<file path="src/ctl_decoder_defines.vh">
`ifndef CTL_DECODER_DEFINES_VH
`define CTL_DECODER_DEFINES_VH

// Decoder states
`define ST_RUN       3'h0
`define ST_WORD2     3'h1
`define ST_DISCARD   3'h2
`define ST_STALL     3'h3
`define ST_SKIP      3'h4
`define ST_SKIP2     3'h5

// Upper nibble opcodes
`define OP_SKIP_CLR  4'hb
`define OP_SKIP_SET  4'ha
`define OP_BIT_CLR   4'h9
`define OP_BIT_SET   4'h8
`define OP_BIT_TGL   4'h7
`define OP_REL       4'hd
`define OP_SECOND    4'hf
`define OP_MOVE_FF   4'hc
`define OP_ZERO      4'h0

// Longer prefixes
`define PFX_COND     5'h1c
`define PFX_CALL     7'h76
`define PFX_JUMP     8'hef
`define PFX_LPTR     10'h3b8
`define PFX_BANK     12'h010

// Control words with upper byte zero: the low byte, or its bits 7:1 (RETI, RET) or 7:2 (TBL)
`define CW_KICK      8'h04
`define CW_STANDBY   8'h03
`define CW_RESET     8'hff
`define CW_PUSH      8'h05
`define CW_POP       8'h06
`define CW_RETI      7'h08
`define CW_RET       7'h09
`define CW_TBL_RD    6'h02
`define CW_TBL_WR    6'h03

// Literal group, bits 11:8
`define LIT_ADD      4'hf
`define LIT_SUB      4'h8
`define LIT_AND      4'hb
`define LIT_OR       4'h9
`define LIT_XOR      4'ha
`define LIT_MOV      4'he
`define LIT_MUL      4'hd
`define LIT_RETW     4'hc

// Working register operations
`define ALU_NONE     3'h0
`define ALU_ADD      3'h1
`define ALU_SUB      3'h2
`define ALU_AND      3'h3
`define ALU_OR       3'h4
`define ALU_XOR      3'h5
`define ALU_MOV      3'h6
`define ALU_MUL      3'h7

// Bit operations
`define BOP_CLR      2'h0
`define BOP_SET      2'h1
`define BOP_TGL      2'h2

// Status update mask
`define FLG_ARITH    5'h1f
`define FLG_LOGIC    5'h14
`define FLG_NONE     5'h00

// Pending two-word kinds
`define PK_CALL      2'h0
`define PK_JUMP      2'h1
`define PK_LPTR      2'h2

`endif

</file>
<file path="src/rel_target_calc.v">
`timescale 1ns/100ps
`default_nettype none

// Adds a signed word offset to the following-instruction address
module rel_target_calc #(
    parameter ADDR_W = 20,
    parameter OFF_W  = 11
) (
    input  wire [ADDR_W-1:0] base_in,
    input  wire [OFF_W-1:0]  offset_in,
    output wire [ADDR_W-1:0] target_out
);

    wire [ADDR_W-1:0] offset_ext;

    // Sign extension, then wrap within the address space
    assign offset_ext = {{(ADDR_W-OFF_W){offset_in[OFF_W-1]}}, offset_in};
    assign target_out = base_in + offset_ext;

endmodule // rel_target_calc

`default_nettype wire

</file>
<file path="src/control_literal_table_decoder.v">
// Function
// [RL1] 1011 tests bit, skips next word if zero
// [RL2] 1010 tests bit, skips next word if one
// [RL3] 11100 plus condition code branches, two cycles if taken
// [RL4] 1101 is relative branch, or relative call when bit 11 set
// [RL5] 1110110s opens two-word call with fast bit
// [RL6] 11101111 opens two-word absolute jump
// [RL7] 0004 kicks watchdog, updates timeout and power flags
// [RL8] 0003 enters standby, updates timeout and power flags
// [RL9] 00ff is software reset, all status bits affected
// [RL10] Control words 0005 push and 0006 pop the return stack
// [RL11] 000s returns from interrupt, restoring enables; 001s plain return
// [RL12] 0Cxx returns and loads literal into working register, two cycles
// [RL13] 0Fxx adds literal, 08xx subtracts working reg; arithmetic flags
// [RL14] 0Bxx and, 09xx or, 0Axx xor literal; only zero and negative
// [RL15] 0Exx loads literal, 0Dxx multiplies; no flag changes
// [RL16] 010k loads four bits into bank select register low nibble
// [RL17] EE0f plus F0kk loads 12-bit literal into chosen pointer register
// [RL18] 0008-000B table read with four pointer modes, two cycles
// [RL19] 000C-000F table write with four pointer modes, two cycles
// [RL20] Program counter change or true test costs a second no-op cycle
// [RL21] Nibble 1111 runs as no-op unless consumed as a second word
// [RL22] Port read-modify-write uses pin levels instead of output latch
// [RL23] Access bit zero selects access bank, one uses bank select register
// [RL24] Three-bit field gives bit position zero to seven
// [RL25] Two-word call and jump join 8 low and 12 high target bits
// [RL26] Relative offsets are signed word counts from following address
`timescale 1ns/100ps
`default_nettype none
`include "ctl_decoder_defines.vh"

module control_literal_table_decoder #(
    parameter ADDR_W = 20
) (
    input  wire              ref_clk_in,
    input  wire              reset_n_in,
    input  wire              clk_en_in,
    input  wire              instr_valid_in,
    input  wire [15:0]       instr_word_in,
    input  wire [ADDR_W-1:0] next_pc_in,
    input  wire              zero_flag_in,
    input  wire              carry_flag_in,
    input  wire              overflow_flag_in,
    input  wire              negative_flag_in,
    input  wire              test_bit_in,
    input  wire              port_addr_hit_in,
    output reg               exec_valid_out,
    output reg               nop_cycle_out,
    output reg               stall_out,
    output reg               skip_taken_out,
    output reg  [7:0]        literal_out,
    output reg  [7:0]        file_addr_out,
    output reg  [2:0]        bit_pos_out,
    output reg               use_bank_out,
    output reg               bit_write_out,
    output reg  [1:0]        bit_op_out,
    output reg               use_pin_levels_out,
    output reg               load_pc_out,
    output reg  [ADDR_W-1:0] target_out,
    output reg               push_return_out,
    output reg               fast_out,
    output reg               return_out,
    output reg               irq_restore_out,
    output reg               stack_push_out,
    output reg               stack_pop_out,
    output reg               working_reg_write_out,
    output reg  [2:0]        alu_op_out,
    output reg  [4:0]        flag_update_out,
    output reg               watchdog_kick_out,
    output reg               standby_out,
    output reg               soft_reset_out,
    output reg               bank_load_out,
    output reg               ptr_load_out,
    output reg  [1:0]        ptr_sel_out,
    output reg  [11:0]       ptr_value_out,
    output reg               table_read_out,
    output reg               table_write_out,
    output reg  [1:0]        table_mode_out
);

    ////////////////////////////////////////////////////////////////////
    // State and pending first-word fields
    reg [2:0] state, next_state;
    reg [1:0] pend_kind, next_pend_kind;
    reg [7:0] pend_low, next_pend_low;
    reg       pend_fast, next_pend_fast;
    reg [1:0] pend_sel, next_pend_sel;
    reg [3:0] pend_hi, next_pend_hi;

    reg              next_exec, next_nop, next_stall, next_skip;
    reg [7:0]        next_lit, next_faddr;
    reg [2:0]        next_bpos;
    reg              next_bank_sel, next_bwr;
    reg [1:0]        next_bop;
    reg              next_pins, next_load_pc;
    reg [ADDR_W-1:0] next_target;
    reg              next_push_ret, next_fast, next_ret, next_irq;
    reg              next_spush, next_spop, next_working_reg;
    reg [2:0]        next_alu;
    reg [4:0]        next_flg;
    reg              next_kick, next_standby, next_reset;
    reg              next_bank_ld, next_ptr_ld;
    reg [1:0]        next_ptr_sel;
    reg [11:0]       next_ptr_val;
    reg              next_trd, next_twr;
    reg [1:0]        next_tmode;

    wire [15:0] w = instr_word_in;
    wire [3:0]  hi4 = instr_word_in[15:12];

    ////////////////////////////////////////////////////////////////////
    // Relative targets
    wire [10:0]       off8_ext = {{3{w[7]}}, w[7:0]};
    wire [ADDR_W-1:0] tgt_short, tgt_long;

    // [RL26] signed short offset
    rel_target_calc #(.ADDR_W(ADDR_W), .OFF_W(11)) u_short (
        .base_in    (next_pc_in),
        .offset_in  (off8_ext),
        .target_out (tgt_short)
    );

    // [RL26] signed long offset
    rel_target_calc #(.ADDR_W(ADDR_W), .OFF_W(11)) u_long (
        .base_in    (next_pc_in),
        .offset_in  (w[10:0]),
        .target_out (tgt_long)
    );

    // Two-word openers
    wire two_word = (hi4 == `OP_MOVE_FF) || (w[15:9] == `PFX_CALL) ||
                    (w[15:8] == `PFX_JUMP) || (w[15:6] == `PFX_LPTR);

    // [RL3] bits 10:9 pick the flag, bit 8 inverts it
    wire cond_true = w[8] ^ (w[10] ? (w[9] ? negative_flag_in : overflow_flag_in) :
                                     (w[9] ? carry_flag_in : zero_flag_in));

    ////////////////////////////////////////////////////////////////////
    // Decode and sequencing
    always @* begin
        next_state     = state;
        next_pend_kind = pend_kind;
        next_pend_low  = pend_low;
        next_pend_fast = pend_fast;
        next_pend_sel  = pend_sel;
        next_pend_hi   = pend_hi;
        next_exec = 1'b0; next_nop = 1'b0; next_stall = 1'b0;
        next_skip = 1'b0; next_lit = w[7:0]; next_faddr = w[7:0];
        next_bpos = w[11:9]; next_bank_sel = w[8];
        next_bwr = 1'b0; next_bop = `BOP_CLR; next_pins = 1'b0;
        next_load_pc = 1'b0; next_target = {ADDR_W{1'b0}};
        next_push_ret = 1'b0; next_fast = 1'b0; next_ret = 1'b0;
        next_irq = 1'b0; next_spush = 1'b0; next_spop = 1'b0;
        next_working_reg = 1'b0; next_alu = `ALU_NONE; next_flg = `FLG_NONE;
        next_kick = 1'b0; next_standby = 1'b0; next_reset = 1'b0;
        next_bank_ld = 1'b0; next_ptr_ld = 1'b0; next_ptr_sel = pend_sel;
        next_ptr_val = 12'h000; next_trd = 1'b0; next_twr = 1'b0;
        next_tmode = w[1:0];
        case (state)
            `ST_RUN: if (instr_valid_in) begin
                next_exec = 1'b1;
                // [RL1] [RL2] bit test and skip
                if (hi4 == `OP_SKIP_CLR || hi4 == `OP_SKIP_SET) begin
                    next_skip = (hi4 == `OP_SKIP_CLR) ? ~test_bit_in : test_bit_in;
                    if (next_skip)
                        next_state = `ST_SKIP;
                // [RL22] bit writes on a port read the pins
                end else if (hi4 == `OP_BIT_CLR || hi4 == `OP_BIT_SET ||
                             hi4 == `OP_BIT_TGL) begin
                    next_bwr  = 1'b1;
                    next_bop  = (hi4 == `OP_BIT_CLR) ? `BOP_CLR :
                                (hi4 == `OP_BIT_SET) ? `BOP_SET : `BOP_TGL;
                    next_pins = port_addr_hit_in;
                // [RL3] conditional branch, extra cycle when taken
                end else if (w[15:11] == `PFX_COND) begin
                    if (cond_true) begin
                        next_load_pc = 1'b1;
                        next_target  = tgt_short;
                        next_state   = `ST_DISCARD;
                    end
                // [RL4] relative branch and call
                end else if (hi4 == `OP_REL) begin
                    next_load_pc  = 1'b1;
                    next_target   = tgt_long;
                    next_push_ret = w[11];
                    next_state    = `ST_DISCARD;
                // [RL5] [RL6] [RL17] two-word openers
                end else if (two_word && hi4 != `OP_MOVE_FF) begin
                    next_pend_kind = (w[15:9] == `PFX_CALL) ? `PK_CALL :
                                     (w[15:8] == `PFX_JUMP) ? `PK_JUMP : `PK_LPTR;
                    next_pend_low  = w[7:0];
                    next_pend_fast = w[8];
                    next_pend_sel  = w[5:4];
                    next_pend_hi   = w[3:0];
                    next_state     = `ST_WORD2;
                // [RL21] stray second word is a no-op
                end else if (hi4 == `OP_SECOND) begin
                    next_nop = 1'b1;
                // [RL16] bank select load
                end else if (w[15:4] == `PFX_BANK) begin
                    next_bank_ld = 1'b1;
                    next_lit     = {4'h0, w[3:0]};
                end else if (w[15:8] == 8'h00) begin
                    // [RL18] [RL19] [RL11] control words
                    if (w[7:2] == `CW_TBL_RD) begin
                        next_trd   = 1'b1;
                        next_state = `ST_STALL;
                    end else if (w[7:2] == `CW_TBL_WR) begin
                        next_twr   = 1'b1;
                        next_state = `ST_STALL;
                    end else if (w[7:1] == `CW_RETI || w[7:1] == `CW_RET) begin
                        next_ret   = 1'b1;
                        next_irq   = (w[7:1] == `CW_RETI);
                        next_fast  = w[0];
                        next_state = `ST_DISCARD;
                    end else begin
                        case (w[7:0])
                            // [RL7] watchdog kick
                            `CW_KICK:    next_kick    = 1'b1;
                            // [RL8] standby entry
                            `CW_STANDBY: next_standby = 1'b1;
                            // [RL9] software reset
                            `CW_RESET:   next_reset   = 1'b1;
                            // [RL10] return stack push and pop
                            `CW_PUSH:    next_spush   = 1'b1;
                            `CW_POP:     next_spop    = 1'b1;
                            default:     next_nop     = 1'b1;
                        endcase
                    end
                end else if (hi4 == `OP_ZERO && w[11]) begin
                    // [RL13] [RL14] [RL15] [RL12] literal group
                    next_working_reg = 1'b1;
                    case (w[11:8])
                        `LIT_ADD: begin next_alu = `ALU_ADD; next_flg = `FLG_ARITH; end
                        `LIT_SUB: begin next_alu = `ALU_SUB; next_flg = `FLG_ARITH; end
                        `LIT_AND: begin next_alu = `ALU_AND; next_flg = `FLG_LOGIC; end
                        `LIT_OR:  begin next_alu = `ALU_OR;  next_flg = `FLG_LOGIC; end
                        `LIT_XOR: begin next_alu = `ALU_XOR; next_flg = `FLG_LOGIC; end
                        `LIT_MOV: next_alu = `ALU_MOV;
                        `LIT_MUL: begin next_alu = `ALU_MUL; next_working_reg = 1'b0; end
                        `LIT_RETW: begin
                            next_alu   = `ALU_MOV;
                            next_ret   = 1'b1;
                            next_state = `ST_DISCARD;
                        end
                        default: next_working_reg = 1'b0;
                    endcase
                end
            end
            // [RL25] [RL17] second word completes the opener
            `ST_WORD2: if (instr_valid_in) begin
                next_exec  = 1'b1;
                next_state = `ST_RUN;
                if (pend_kind == `PK_LPTR) begin
                    next_ptr_ld  = 1'b1;
                    next_ptr_val = {pend_hi, w[7:0]};
                end else begin
                    next_load_pc  = 1'b1;
                    next_target   = {w[11:0], pend_low};
                    next_push_ret = (pend_kind == `PK_CALL);
                    next_fast     = (pend_kind == `PK_CALL) & pend_fast;
                end
            end
            // [RL20] stale prefetch dropped
            `ST_DISCARD: if (instr_valid_in) begin
                next_nop   = 1'b1;
                next_state = `ST_RUN;
            end
            // Table access second cycle
            `ST_STALL: begin
                next_nop   = 1'b1;
                next_state = `ST_RUN;
            end
            // [RL20] skipped words run as no-op
            `ST_SKIP: if (instr_valid_in) begin
                next_nop   = 1'b1;
                next_state = two_word ? `ST_SKIP2 : `ST_RUN;
            end
            `ST_SKIP2: if (instr_valid_in) begin
                next_nop   = 1'b1;
                next_state = `ST_RUN;
            end
            default: next_state = `ST_RUN;
        endcase
        // Fetch repeats its word in the stall cycle
        next_stall = (next_state == `ST_STALL);
    end

    ////////////////////////////////////////////////////////////////////
    // Registered state and outputs
    always @(posedge ref_clk_in or negedge reset_n_in) begin
        if (!reset_n_in) begin
            state <= `ST_RUN; pend_kind <= `PK_CALL; pend_low <= 8'h00;
            pend_fast <= 1'b0; pend_sel <= 2'h0; pend_hi <= 4'h0;
            exec_valid_out <= 1'b0; nop_cycle_out <= 1'b0;
            stall_out <= 1'b0; skip_taken_out <= 1'b0;
            literal_out <= 8'h00; file_addr_out <= 8'h00;
            bit_pos_out <= 3'h0; use_bank_out <= 1'b0;
            bit_write_out <= 1'b0; bit_op_out <= `BOP_CLR;
            use_pin_levels_out <= 1'b0; load_pc_out <= 1'b0;
            target_out <= {ADDR_W{1'b0}}; push_return_out <= 1'b0;
            fast_out <= 1'b0; return_out <= 1'b0; irq_restore_out <= 1'b0;
            stack_push_out <= 1'b0; stack_pop_out <= 1'b0;
            working_reg_write_out <= 1'b0; alu_op_out <= `ALU_NONE;
            flag_update_out <= `FLG_NONE; watchdog_kick_out <= 1'b0;
            standby_out <= 1'b0; soft_reset_out <= 1'b0;
            bank_load_out <= 1'b0; ptr_load_out <= 1'b0;
            ptr_sel_out <= 2'h0; ptr_value_out <= 12'h000;
            table_read_out <= 1'b0; table_write_out <= 1'b0;
            table_mode_out <= 2'h0;
        end else if (clk_en_in) begin
            state <= next_state; pend_kind <= next_pend_kind;
            pend_low <= next_pend_low; pend_fast <= next_pend_fast;
            pend_sel <= next_pend_sel; pend_hi <= next_pend_hi;
            exec_valid_out <= next_exec; nop_cycle_out <= next_nop;
            stall_out <= next_stall; skip_taken_out <= next_skip;
            literal_out <= next_lit; file_addr_out <= next_faddr;
            // [RL24] [RL23] bit position and bank choice
            bit_pos_out <= next_bpos; use_bank_out <= next_bank_sel;
            bit_write_out <= next_bwr; bit_op_out <= next_bop;
            use_pin_levels_out <= next_pins; load_pc_out <= next_load_pc;
            target_out <= next_target; push_return_out <= next_push_ret;
            fast_out <= next_fast; return_out <= next_ret;
            irq_restore_out <= next_irq; stack_push_out <= next_spush;
            stack_pop_out <= next_spop; working_reg_write_out <= next_working_reg;
            alu_op_out <= next_alu; flag_update_out <= next_flg;
            watchdog_kick_out <= next_kick; standby_out <= next_standby;
            soft_reset_out <= next_reset; bank_load_out <= next_bank_ld;
            ptr_load_out <= next_ptr_ld; ptr_sel_out <= next_ptr_sel;
            ptr_value_out <= next_ptr_val; table_read_out <= next_trd;
            table_write_out <= next_twr; table_mode_out <= next_tmode;
        end
    end

endmodule // control_literal_table_decoder

`default_nettype wire

</file>
<file path="config.mk">
export PLATFORM = sky130hd
export DESIGN_NAME = control_literal_table_decoder
export DESIGN_NICKNAME = d
export VERILOG_FILES = /design/src/rel_target_calc.v /design/src/control_literal_table_decoder.v
export VERILOG_INCLUDE_DIRS = /design/src
export SDC_FILE = /design/constraint.sdc
export NUM_CORES = 1
export LEC_CHECK = 0
export BUFFER_PORTS_ARGS = -buffer_cell sky130_fd_sc_hd__clkbuf_2
export CAP_MARGIN = 20
export CORE_ASPECT_RATIO = 1.5
export CORE_MARGIN = 2
export CORE_UTILIZATION = 49
export CTS_BUF_LIST = sky130_fd_sc_hd__clkbuf_16
export CTS_CLUSTER_DIAMETER = 200
export CTS_CLUSTER_SIZE = 28
export DETAILED_ROUTE_END_ITERATION = 16
export HOLD_SLACK_MARGIN = 0.08
export MAX_ROUTING_LAYER = met4
export PLACE_DENSITY = 0.87
export SLEW_MARGIN = 10
export SYNTH_ARGS = -nofsm -noshare
export SYNTH_HDL_FRONTEND = slang
export SYNTH_SLANG_ARGS = --single-unit
</file>
<file path="constraint.sdc">
create_clock -name ref_clk_in -period 2 [get_ports ref_clk_in]
set_input_delay 0.6 -clock ref_clk_in [delete_from_list [all_inputs] [get_ports ref_clk_in]]
set_output_delay 0.6 -clock ref_clk_in [all_outputs]
set_load 0.01 [all_outputs]
</file>
==> flow_metrics.py, run 1 <==
metrics = {
    "outcome": {
        "outcome": "finished with violations",
        "violations": "setup timing",
    },
    "route": {
        "wirelength_um": 22590,
        "ant_nets": 0,
        "drc": 0,
        "drt_iter0_markers": 497,
        "dr.pass1.iters": 5,
        "vias_per_cell": 6.174,
        "wl_per_cell_um": 21.56,
        "routed-via-count": 6470,
    },
    "clocking": {
        "hold_buffers": 0,
        "cts_tree": "built",
        "numCtsBuffers": 9,
        "clk_latency_ns": 0.35,
        "clkTransAtPathRegs_ns": 0.07,
        "root_buffer": "clkbuf_16",
        "clock_path_buffers": 2,
        "clock-sinks": 92,
        "htree_levels": 3,
    },
    "setup_path": {
        "max_stage_delay_ns": 0.37,
        "critPathMaxFanout": 7,
        "crit_slowest_cell": "a211o_1",
        "cp.arrival_ns": 2.81,
        "path_cells": "clkbuf_16 > ha_2 > buf_4 > nor3_2 > nor2_1 > o211ai_1 > a21oi_1 > a211o_1 > o41ai_4 > xor2_1 > o221ai_2",
        "start_kind": "input port",
        "crit_required_ns": 2.22,
        "end_kind": "flop",
        "path_class": "in -> reg",
    },
    "global_route": {
        "antenna_found_initial": 0,
        "grt_pass1_wl_um": 33160,
        "grt_pass1_vias": 6525,
        "overflow": 0,
        "grtUsageTotal_pct": 35.01,
        "grt_max_degree": 93,
    },
    "yosys": {
        "synth_cells": 602,
        "async_flop_share_pct": 100.0,
        "synth_xor_area_share_pct": 4.767,
        "muxShareOfSynthArea_pct": 4.547,
        "ys.flop_type": "dfrtp_1",
        "avgSynthCellArea_um2": 9.461,
        "synth_nets": 679,
        "ys_seq_area_share_pct": 40.42,
        "synth-compound-area-share_pct": 23.09,
        "synth_adder_area_share_pct": 6.942,
        "synth-simple-area-share_pct": 15.47,
        "yosysWarnings": 0,
        "netlist_area_um2": 5695,
        "synth_edf_count": 0,
        "synth_top_family_by_area": "compound AO/OA/AOI/OAI gates",
        "synth_cell_types": 63,
        "ys_seq_elements": 92,
    },
    "power_and_ir_drop": {
        "p_int_mw": 3.619,
        "p_leak_nw": 4.350,
        "power_mw": 5.398,
        "p_seq_share_pct": 36.7,
        "irDropWorstVdd_mv": 0.3618,
        "switching_power_mw": 1.779,
        "clockPowerShare_pct": 31.6,
        "switching_share_pct": 32.96,
        "power_frac_comb_pct": 31.7,
        "p_per_area_nw_per_um2": 604.7,
    },
    "sta": {
        "finalSetupViolations": 22,
        "tightest_slew_ns": 0.5684,
        "drv_slew": 0,
        "max_freq_ghz": 0.3869,
        "fin_worst_skew_ns": 0.008522,
        "timing.final.ws_setup_ns": -0.5848,
        "min_period_ns": 2.585,
        "rsz0062_at_grt": "true",
        "fin_tns_setup_ns": -7.414,
        "max_slew_margin_pct": 62.07,
        "final-hold-violation-count": 0,
        "post-route-period-util_pct": 129.2,
    },
    "floorplanning": {
        "die_area_um2": 12520,
        "die_w_um": 92.03,
        "die_h_um": 136.0,
        "start_util_pct": 49.91,
        "io_pins": 133,
        "rows": 48,
        "core_area_um2": 11410,
    },
    "layout": {
        "nNetsFinal": 970,
        "antenna_cells": 0,
        "stdcell_count": 1048,
        "drive_above_1_share_pct": 49.78,
        "fill_cells": 735,
        "area_growth_pct": 56.72,
        "fin_area_um2": 8926,
    },
    "placed_design": {
        "pre_cts_ws_ns": -1.035,
        "portBuffers": 132,
        "placed_cells": 1010,
        "placed_area_um2": 7876,
        "place.gp.congestion": 0.9730,
        "dpl.hpwl_um": 15350,
    },
    "min_path": {
        "hp-class": "in -> async",
    },
    "job": {
        "cap_violations": 0,
    },
}
## path summary, 6_finish.rpt
check,from,slack [ns],cells after the start,endpoint
setup / recovery,instr_word_in[7],-0.58,11,target_out[18]
hold / removal,reset_n_in,0.29,2,bit_write_out
setup reg to reg,state[1],-0.13,8,target_out[19]
hold reg to reg,standby_out,0.49,2,standby_out
max in group asynchronous,reset_n_in,1.32,2,target_out[15]
min in group ref_clk_in,port_addr_hit_in,0.48,3,use_pin_levels_out
## logic make-up (layout without fill, tap and decap cells)
family | Yosys count | count (layout)
DFF | 92 | 92
AOI/OAI and AO/OA | 185 | 185
buffers and inverters | 63 | 359
and+or+nand+nor | 178 | 178
xor gates and xnor gates | 31 | 31
adders and majority gates | 31 | 31
muxes | 22 | 22
## stage by stage
stage / utilization, % / hold WS, ns
final: 78.22 / 0.2923
after global routing: 78.22 / 0.3304
after CTS: 75.61 / 0.3150
after detailed placement: 69.02 / 0.4755
after global placement: 69.02 / 0.4648
after floorplan: - / 0.3044
## registers in the layout (all words and copies together) (netlist names), 3 cells and up
name,count
target_out,20
ptr_value_out,12
literal_out,8
pend_low,8
file_addr_out,4
alu_op_out,3
bit_pos_out,3
state,3
## critical path, delay by kind of cell
kind / cells / cell delay, ns
AOI/OAI and AO/OA: 5 / 1.05
xor gates and xnor gates: 1 / 0.25
adders and majority gates: 1 / 0.18
buffers and inverters: 2 / 0.30
and+or+nand+nor: 2 / 0.42
## metal layers
| layer | vias to the layer above | track usage (%) | part of all wire [%] | wire length, um |
|---|---|---|---|---|
| met5 | - | - | 0 | 0 |
| met1 | 3165 | 35.65 | 35 | 7819 |
| li1 | 2801 | - | - | - |
| met4 | 0 | 21.06 | 7.1 | 1598 |
| met3 | 131 | 5.654 | 5.8 | 1312 |
| met2 | 373 | 62.79 | 53 | 11860 |
## power by group through the flow
stage | Combinational, mW | Clock, mW | Sequential (mW)
after floorplan | 0.706 | 0 | 2.04
after global placement | 1.35 | 0 | 2.01
after detailed placement | 1.40 | 0 | 2.01
after CTS | 1.55 | 1.69 | 1.98
after global routing | 1.81 | 1.77 | 1.99
final | 1.71 | 1.70 | 1.98
## layout by cell type (no fill, tap or decap), types with 6 or more instances in the layout
master,instances
a21o_1,10
a21oi_1,24
a22o_1,16
buf_4,165
buf_6,17
clkbuf_16,12
clkbuf_2,121
dfrtp_1,92
ha_1,18
ha_4,9
inv_1,27
mux2_2,19
nand2_1,37
nand2b_1,10
nand3_1,11
nand3_2,6
nor2_1,44
nor2b_1,6
nor3_1,10
o211ai_1,7
o21ai_0,26
o21ai_1,6
o21ai_2,6
o2bb2ai_1,13
xnor2_1,11
xor2_1,13
## timing repair
item,CTS,global route
pin swaps,48,49
endpoints found under the hold margin,0,0
setup buffers,14,10
cloned,0,0
setup endpoints to repair,30,39
gates resized for setup,73,48
## synth_stat cells (all sizes together), types with 3 or more instances
cell type   n  area (um2)
a222oi      3       30.03
clkbuf     23       86.33
a2111oi     3       45.05
a31oi       7       43.79
or2         4       25.02
dfrtp      92        2302
ha         30       375.4
o32ai       6       52.55
buf        11       76.31
nor3       15       75.07
nor4        3       18.77
or3         3       18.77
nand2b     12       75.07
a221oi      4       35.03
a22o       16       140.1
and2        5       33.78
nand2      40       150.1
and3        4       25.02
a221o       5       50.05
mux2       21       236.5
a21oi      33       165.2
nand3b      3       22.52
o2bb2ai    14       122.6
nor2b       9       56.30
a211oi      4       30.03
o22ai       4       25.02
a21o       10       75.07
inv        29       108.9
xor2       16       140.1
o41ai       4       35.03
o21bai      3       22.52
o211ai      7       52.55
nand4       5       31.28
nor2       49       183.9
nand3      18       90.09
a22oi       7       52.55
xnor2      15       131.4
o21ai      39       195.2
## final cells by class
class	instances	area, um2	share of cell area [%]
multi-input cells	447	3790	42.46
flip-flops and latches	92	2302	25.79
repair buffers	314	2243	25.13
clock buffers	9	225.2	2.523
well taps	150	187.7	2.103
inverters	29	108.9	1.220
clock inverters	7	68.82	0.7710
Power figures use the tool's default switching activity.
==> run 2, diff against run 1 <==
--- a/config.mk
+++ b/config.mk
@@ -10,14 +10,14 @@
 export CAP_MARGIN = 20
 export CORE_ASPECT_RATIO = 1.5
 export CORE_MARGIN = 2
-export CORE_UTILIZATION = 49
+export CORE_UTILIZATION = 55
 export CTS_BUF_LIST = sky130_fd_sc_hd__clkbuf_16
 export CTS_CLUSTER_DIAMETER = 200
 export CTS_CLUSTER_SIZE = 28
 export DETAILED_ROUTE_END_ITERATION = 16
 export HOLD_SLACK_MARGIN = 0.08
 export MAX_ROUTING_LAYER = met4
-export PLACE_DENSITY = 0.87
+export PLACE_DENSITY = 0.91
 export SLEW_MARGIN = 10
 export SYNTH_ARGS = -nofsm -noshare
 export SYNTH_HDL_FRONTEND = slang
==> constraint.sdc (replaced) <==
create_clock -name ref_clk_in -period 2.8 [get_ports ref_clk_in]
set_input_delay 0.84 -clock ref_clk_in [delete_from_list [all_inputs] [get_ports ref_clk_in]]
set_output_delay 0.84 -clock ref_clk_in [all_outputs]
set_load 0.01 [all_outputs]
==> flow_metrics.py, run 2 (synthesis gave the netlist of run 1 again) <==
metrics = {
    "setup_path": {
        "startpoint": "instr_word_in[7]",
        "crit_end": "target_out[18]",
        "timing.rr.start": "state[2]",
        "end_kind": "flop",
        "cp.arrival_ns": 2.99,
        "reg2reg_depth": 8,
        "path_class": "in -> reg",
        "r2r_slack_ns": 0.52,
        "crit_required_ns": 3.00,
        "reg2reg_to": "target_out[19]",
        "start_kind": "input port",
        "critPathMaxFanout": 6,
    },
    "layout": {
        "nNetsFinal": 886,
        "stdcell_count": 931,
        "layout_common_cells": "131 x clkbuf_2, 97 x buf_4, 92 x dfrtp_1",
        "final_common_cell": "clkbuf_2",
        "largest-register": "target_out",
        "largest_register_ffs": 20,
        "area_growth_pct": 31.41,
        "antenna_cells": 0,
        "reg_top3": "target_out x20, ptr_value_out x12",
        "drive_above_1_share_pct": 35.75,
    },
    "route": {
        "drc": 0,
        "dr.pass1.iters": 6,
        "wirelength_um": 17990,
        "ant_nets": 0,
        "wl_per_cell_um": 19.32,
        "vias_per_cell": 6.272,
        "drt_iter0_markers": 453,
        "routed-via-count": 5839,
    },
    "sta": {
        "max_freq_ghz": 0.3587,
        "tightest_slew_ns": 0.7170,
        "finalSetupViolations": 0,
        "rsz0062_at_grt": "true",
        "fin_worst_skew_ns": 0.005633,
        "min_period_ns": 2.788,
        "final-hold-violation-count": 0,
        "timing.final.ws_setup_ns": 0.01189,
        "max_slew_margin_pct": 51.83,
        "post-route-period-util_pct": 99.58,
        "drv_slew": 0,
    },
    "min_path": {
        "hp-class": "reg -> reg",
    },
    "floorplanning": {
        "die_area_um2": 11200,
        "io_pins": 133,
        "start_util_pct": 56.51,
        "die_h_um": 128.6,
        "rows": 45,
        "core_area_um2": 10080,
        "die_w_um": 87.09,
    },
    "power_and_ir_drop": {
        "power_frac_comb_pct": 25.8,
        "power_mw": 3.482,
        "switching_power_mw": 1.081,
        "p_seq_share_pct": 40.8,
        "switching_share_pct": 31.06,
        "p_per_area_nw_per_um2": 465.2,
        "irDropWorstVdd_mv": 0.2648,
        "p_leak_nw": 3.721,
        "clockPowerShare_pct": 33.4,
        "p_int_mw": 2.400,
    },
    "clocking": {
        "clock_path_buffers": 2,
        "hold_buffers": 0,
        "numCtsBuffers": 9,
        "root_buffer": "clkbuf_16",
        "htree_levels": 3,
        "clock-sinks": 92,
        "cts_tree": "built",
        "clkTransAtPathRegs_ns": 0.07,
        "clk_latency_ns": 0.34,
    },
    "placed_design": {
        "placed_cells": 915,
        "place.gp.congestion": 0.9392,
        "portBuffers": 132,
        "pre_cts_ws_ns": -0.4146,
        "dpl.hpwl_um": 13810,
    },
    "global_route": {
        "grt_max_degree": 52,
        "overflow": 0,
        "antenna_found_initial": 0,
        "grt_pass1_vias": 5805,
        "grtUsageTotal_pct": 33.09,
        "grt_pass1_wl_um": 28130,
    },
    "outcome": {
        "outcome": "finished clean",
    },
    "job": {
        "cap_violations": 0,
    },
}
## run 2: changes by cell type in the layout (fill, tap and decap cells not counted), sizes merged
cell / previous run / this run
buf: 188 / 99
clkbuf: 135 / 140
## run 2: worst min-delay path by stage
stage / startpoint / endpoint / slack (ns) / cells after the start
3_5_place_dp: ptr_load_out / ptr_load_out / 0.47 / 1
6_report: ptr_load_out / ptr_load_out / 0.48 / 1
5_1_grt: alu_op_out[2] / alu_op_out[2] / 0.49 / 1
4_1_cts: ptr_load_out / ptr_load_out / 0.48 / 1
2_1_floorplan: pend_low[1] / pend_low[1] / 0.47 / 2
3_3_place_gp: alu_op_out[2] / alu_op_out[2] / 0.46 / 1
## run 2: stage by stage
stage	setup TNS (ns)	hold WS [ns]	util [%]	instance area, um2
floorplan	-0.002452	0.4722	-	5734
global placement	-3.710	0.4644	70.86	7142
CTS	0	0.4834	73.78	7436
finish	0	0.4836	74.26	7485
detailed placement	-4.241	0.4680	70.86	7142
global route	-0.1473	0.4948	74.26	7485
## run 2: what timing repair did
action	4_1_cts	5_1_grt
setup endpoints to repair	3	8
pin swaps	0	3
setup buffers	0	0
gates resized for setup	2	10
endpoints found under the hold margin	0	0
## run 2: final cells by class
cell class | count | area [um2]
Clock inverter | 7 | 60.06
Tap cell | 117 | 146.4
Clock buffer | 9 | 225.2
Fill cell | 705 | 2594
Timing Repair Buffer | 230 | 1424
Sequential cell | 92 | 2302
Inverter | 29 | 108.9
Multi-Input combinational cell | 447 | 3218
## run 2: layer usage
metal	GRT usage, %	part of all wire (%)
met3	3.977	6.0
met2	56.49	52
met1	37.06	36
met5	-	0
met4	18.11	5.3
## run 2: power groups by stage
stage / clock network (mW) / logic [mW] / registers, mW
floorplan: 0 / 0.459 / 1.46
global placement: 0 / 0.839 / 1.44
detailed placement: 0 / 0.866 / 1.44
CTS: 1.17 / 0.875 / 1.42
global route: 1.23 / 0.976 / 1.43
finish: 1.16 / 0.899 / 1.42
## run 2: critical path, stage by stage
cell and delay (ns):
clkbuf_2 0.14, ha_1 0.36, a21oi_1 0.22, nand2b_1 0.11, o211ai_1 0.27, a21oi_1 0.10, a211o_1 0.30, o41ai_2 0.28
xor2_1 0.21, o221ai_1 0.16
==> run 3, diff against run 2 <==
--- a/config.mk
+++ b/config.mk
@@ -9,15 +9,14 @@
 export BUFFER_PORTS_ARGS = -buffer_cell sky130_fd_sc_hd__clkbuf_2
 export CAP_MARGIN = 20
 export CORE_ASPECT_RATIO = 1.5
-export CORE_MARGIN = 2
-export CORE_UTILIZATION = 55
+export CORE_UTILIZATION = 50
 export CTS_BUF_LIST = sky130_fd_sc_hd__clkbuf_16
 export CTS_CLUSTER_DIAMETER = 200
 export CTS_CLUSTER_SIZE = 28
 export DETAILED_ROUTE_END_ITERATION = 16
 export HOLD_SLACK_MARGIN = 0.08
 export MAX_ROUTING_LAYER = met4
-export PLACE_DENSITY = 0.91
+export PLACE_DENSITY = 0.85
 export SLEW_MARGIN = 10
 export SYNTH_ARGS = -nofsm -noshare
 export SYNTH_HDL_FRONTEND = slang
==> constraint.sdc (replaced) <==
create_clock -name ref_clk_in -period 3.33 [get_ports ref_clk_in]
set_input_delay 0.999 -clock ref_clk_in [delete_from_list [all_inputs] [get_ports ref_clk_in]]
set_output_delay 0.999 -clock ref_clk_in [all_outputs]
set_load 0.01 [all_outputs]
==> flow_metrics.py, run 3 (synthesis gave the netlist of run 1 again) <==
metrics = {
    "sta": {
        "timing.final.ws_setup_ns": 0.07010,
        "max_slew_margin_pct": 57.94,
        "rsz0062_at_grt": "false",
        "tightest_slew_ns": 0.6286,
        "finalSetupViolations": 0,
        "drv_slew": 0,
        "max_freq_ghz": 0.3068,
        "final-hold-violation-count": 0,
        "min_period_ns": 3.260,
        "fin_tns_setup_ns": 0,
        "post-route-period-util_pct": 97.89,
        "fin_worst_skew_ns": 0.009847,
    },
    "setup_path": {
        "cp.arrival_ns": 3.47,
        "start_kind": "input port",
        "end_kind": "flop",
        "crit_required_ns": 3.54,
        "path_class": "in -> reg",
        "critPathMaxFanout": 6,
    },
    "global_route": {
        "grtUsageTotal_pct": 32.35,
        "overflow": 0,
        "grt_pass1_vias": 5702,
        "antenna_found_initial": 0,
        "grt_pass1_wl_um": 28550,
        "grt_max_degree": 51,
    },
    "route": {
        "wl_per_cell_um": 19.18,
        "routed-via-count": 5617,
        "dr.pass1.iters": 7,
        "wl_met2_um": 9367,
        "ant_nets": 0,
        "drt_iter0_markers": 474,
        "wirelength_um": 17740,
        "wl_met3_um": 1063,
        "drc": 0,
        "highest_layer": "met4",
        "drt-met1-wl_um": 6584,
        "vias_per_cell": 6.072,
    },
    "layout": {
        "final_common_cell": "clkbuf_2",
        "post-route-util_pct": 64.76,
        "fin_area_um2": 7159,
        "antenna_cells": 0,
        "fill_cells": 932,
        "layout_common_cells": "131 x clkbuf_2, 92 x dfrtp_1, 62 x buf_4",
        "drive_above_1_share_pct": 30.85,
        "largest_register_ffs": 20,
        "multi_input_area_um2": 3123,
        "stdcell_count": 925,
        "final-seq-area_um2": 2302,
        "largest-register": "target_out",
        "reg_top3": "target_out x20, ptr_value_out x12",
        "nNetsFinal": 850,
        "area_growth_pct": 25.70,
    },
    "placed_design": {
        "portBuffers": 132,
        "pre_cts_ws_ns": -0.2729,
        "place.gp.congestion": 0.9301,
        "placed_cells": 909,
        "dpl.hpwl_um": 13710,
        "placed_area_um2": 6858,
    },
    "floorplanning": {
        "die_w_um": 89.15,
        "core_area_um2": 11060,
        "die_h_um": 132.7,
        "rows": 47,
        "start_util_pct": 51.52,
        "io_pins": 133,
        "die_area_um2": 11830,
    },
    "power_and_ir_drop": {
        "p_leak_nw": 3.519,
        "irDropWorstVdd_mv": 0.2502,
        "p_per_area_nw_per_um2": 407.2,
    },
    "clocking": {
        "cts_setup_buffers": 0,
        "htree_levels": 3,
        "clk_latency_ns": 0.35,
        "clock-sinks": 92,
        "clkTransAtPathRegs_ns": 0.07,
        "hold_buffers": 0,
        "clock_path_buffers": 2,
        "cts_resized": 0,
        "numCtsBuffers": 9,
        "cts_tree": "built",
        "root_buffer": "clkbuf_16",
    },
    "job": {
        "cap_violations": 0,
    },
    "min_path": {
        "hp-class": "reg -> reg",
    },
    "outcome": {
        "outcome": "finished clean",
    },
}
-- run 3: cell count changes in the layout (fill, tap and decap cells not counted), moves of 2 or more --
cell,previous run,this run
a21oi_1,31,33
o41ai_1,2,4
inv_6,3,1
clkinv_2,0,2
a2111oi_2,2,0
o21ai_0,35,37
buf_4,97,62
-- run 3: layout make-up --
type                       instances  share of cell area (%)
timing repair buffer             194                   15.94
sequential                        92                   32.16
multi-input combinational        447                   43.62
tap                              147                   2.569
clock buffer                       9                   3.146
clock inverter                     7                   1.049
inverter                          29                   1.520
-- run 3: metal layers --
layer,track usage [%],vias up
li1,-,2564
met5,-,-
met2,55.39,290
met4,14.99,0
met3,4.180,59
met1,36.60,2704
-- run 3: worst max-delay path: stages --
cell and delay, ns:
clkbuf_2 0.16, buf_4 0.19, ha_1 0.31, a21o_1 0.16, a211oi_1 0.31, o2bb2ai_1 0.10
a21oi_1 0.12, buf_4 0.15, o21ai_1 0.11, a2111oi_0 0.58, o211a_1 0.22, a31oi_1 0.05
-- run 3: through the flow --
step | power, mW | hold slack (ns)
final | 2.915 | 0.4891
after global routing | 3.039 | 0.5007
after CTS | 2.912 | 0.4876
after detailed placement | 1.889 | 0.4719
after global placement | 1.867 | 0.4645
after floorplan | 1.601 | 0.4722
-- run 3: worst paths after layout --
kind	from	end	depth (start not counted)	slack (ns)
max	instr_word_in[7]	target_out[19]	12	0.07
min	working_reg_write_out	working_reg_write_out	1	0.49
min reg2reg	working_reg_write_out	working_reg_write_out	1	0.49
min in group asynchronous	reset_n_in	ptr_value_out[2]	1	0.63
max reg2reg	state[2]	target_out[19]	8	0.96
max in group asynchronous	reset_n_in	target_out[15]	2	2.04
-- run 3: where the power goes --
part           internal (mW)  switching (mW)
Sequential              1.16          0.0345
Clock                  0.586           0.452
Combinational          0.292           0.391
Total                   2.04           0.877
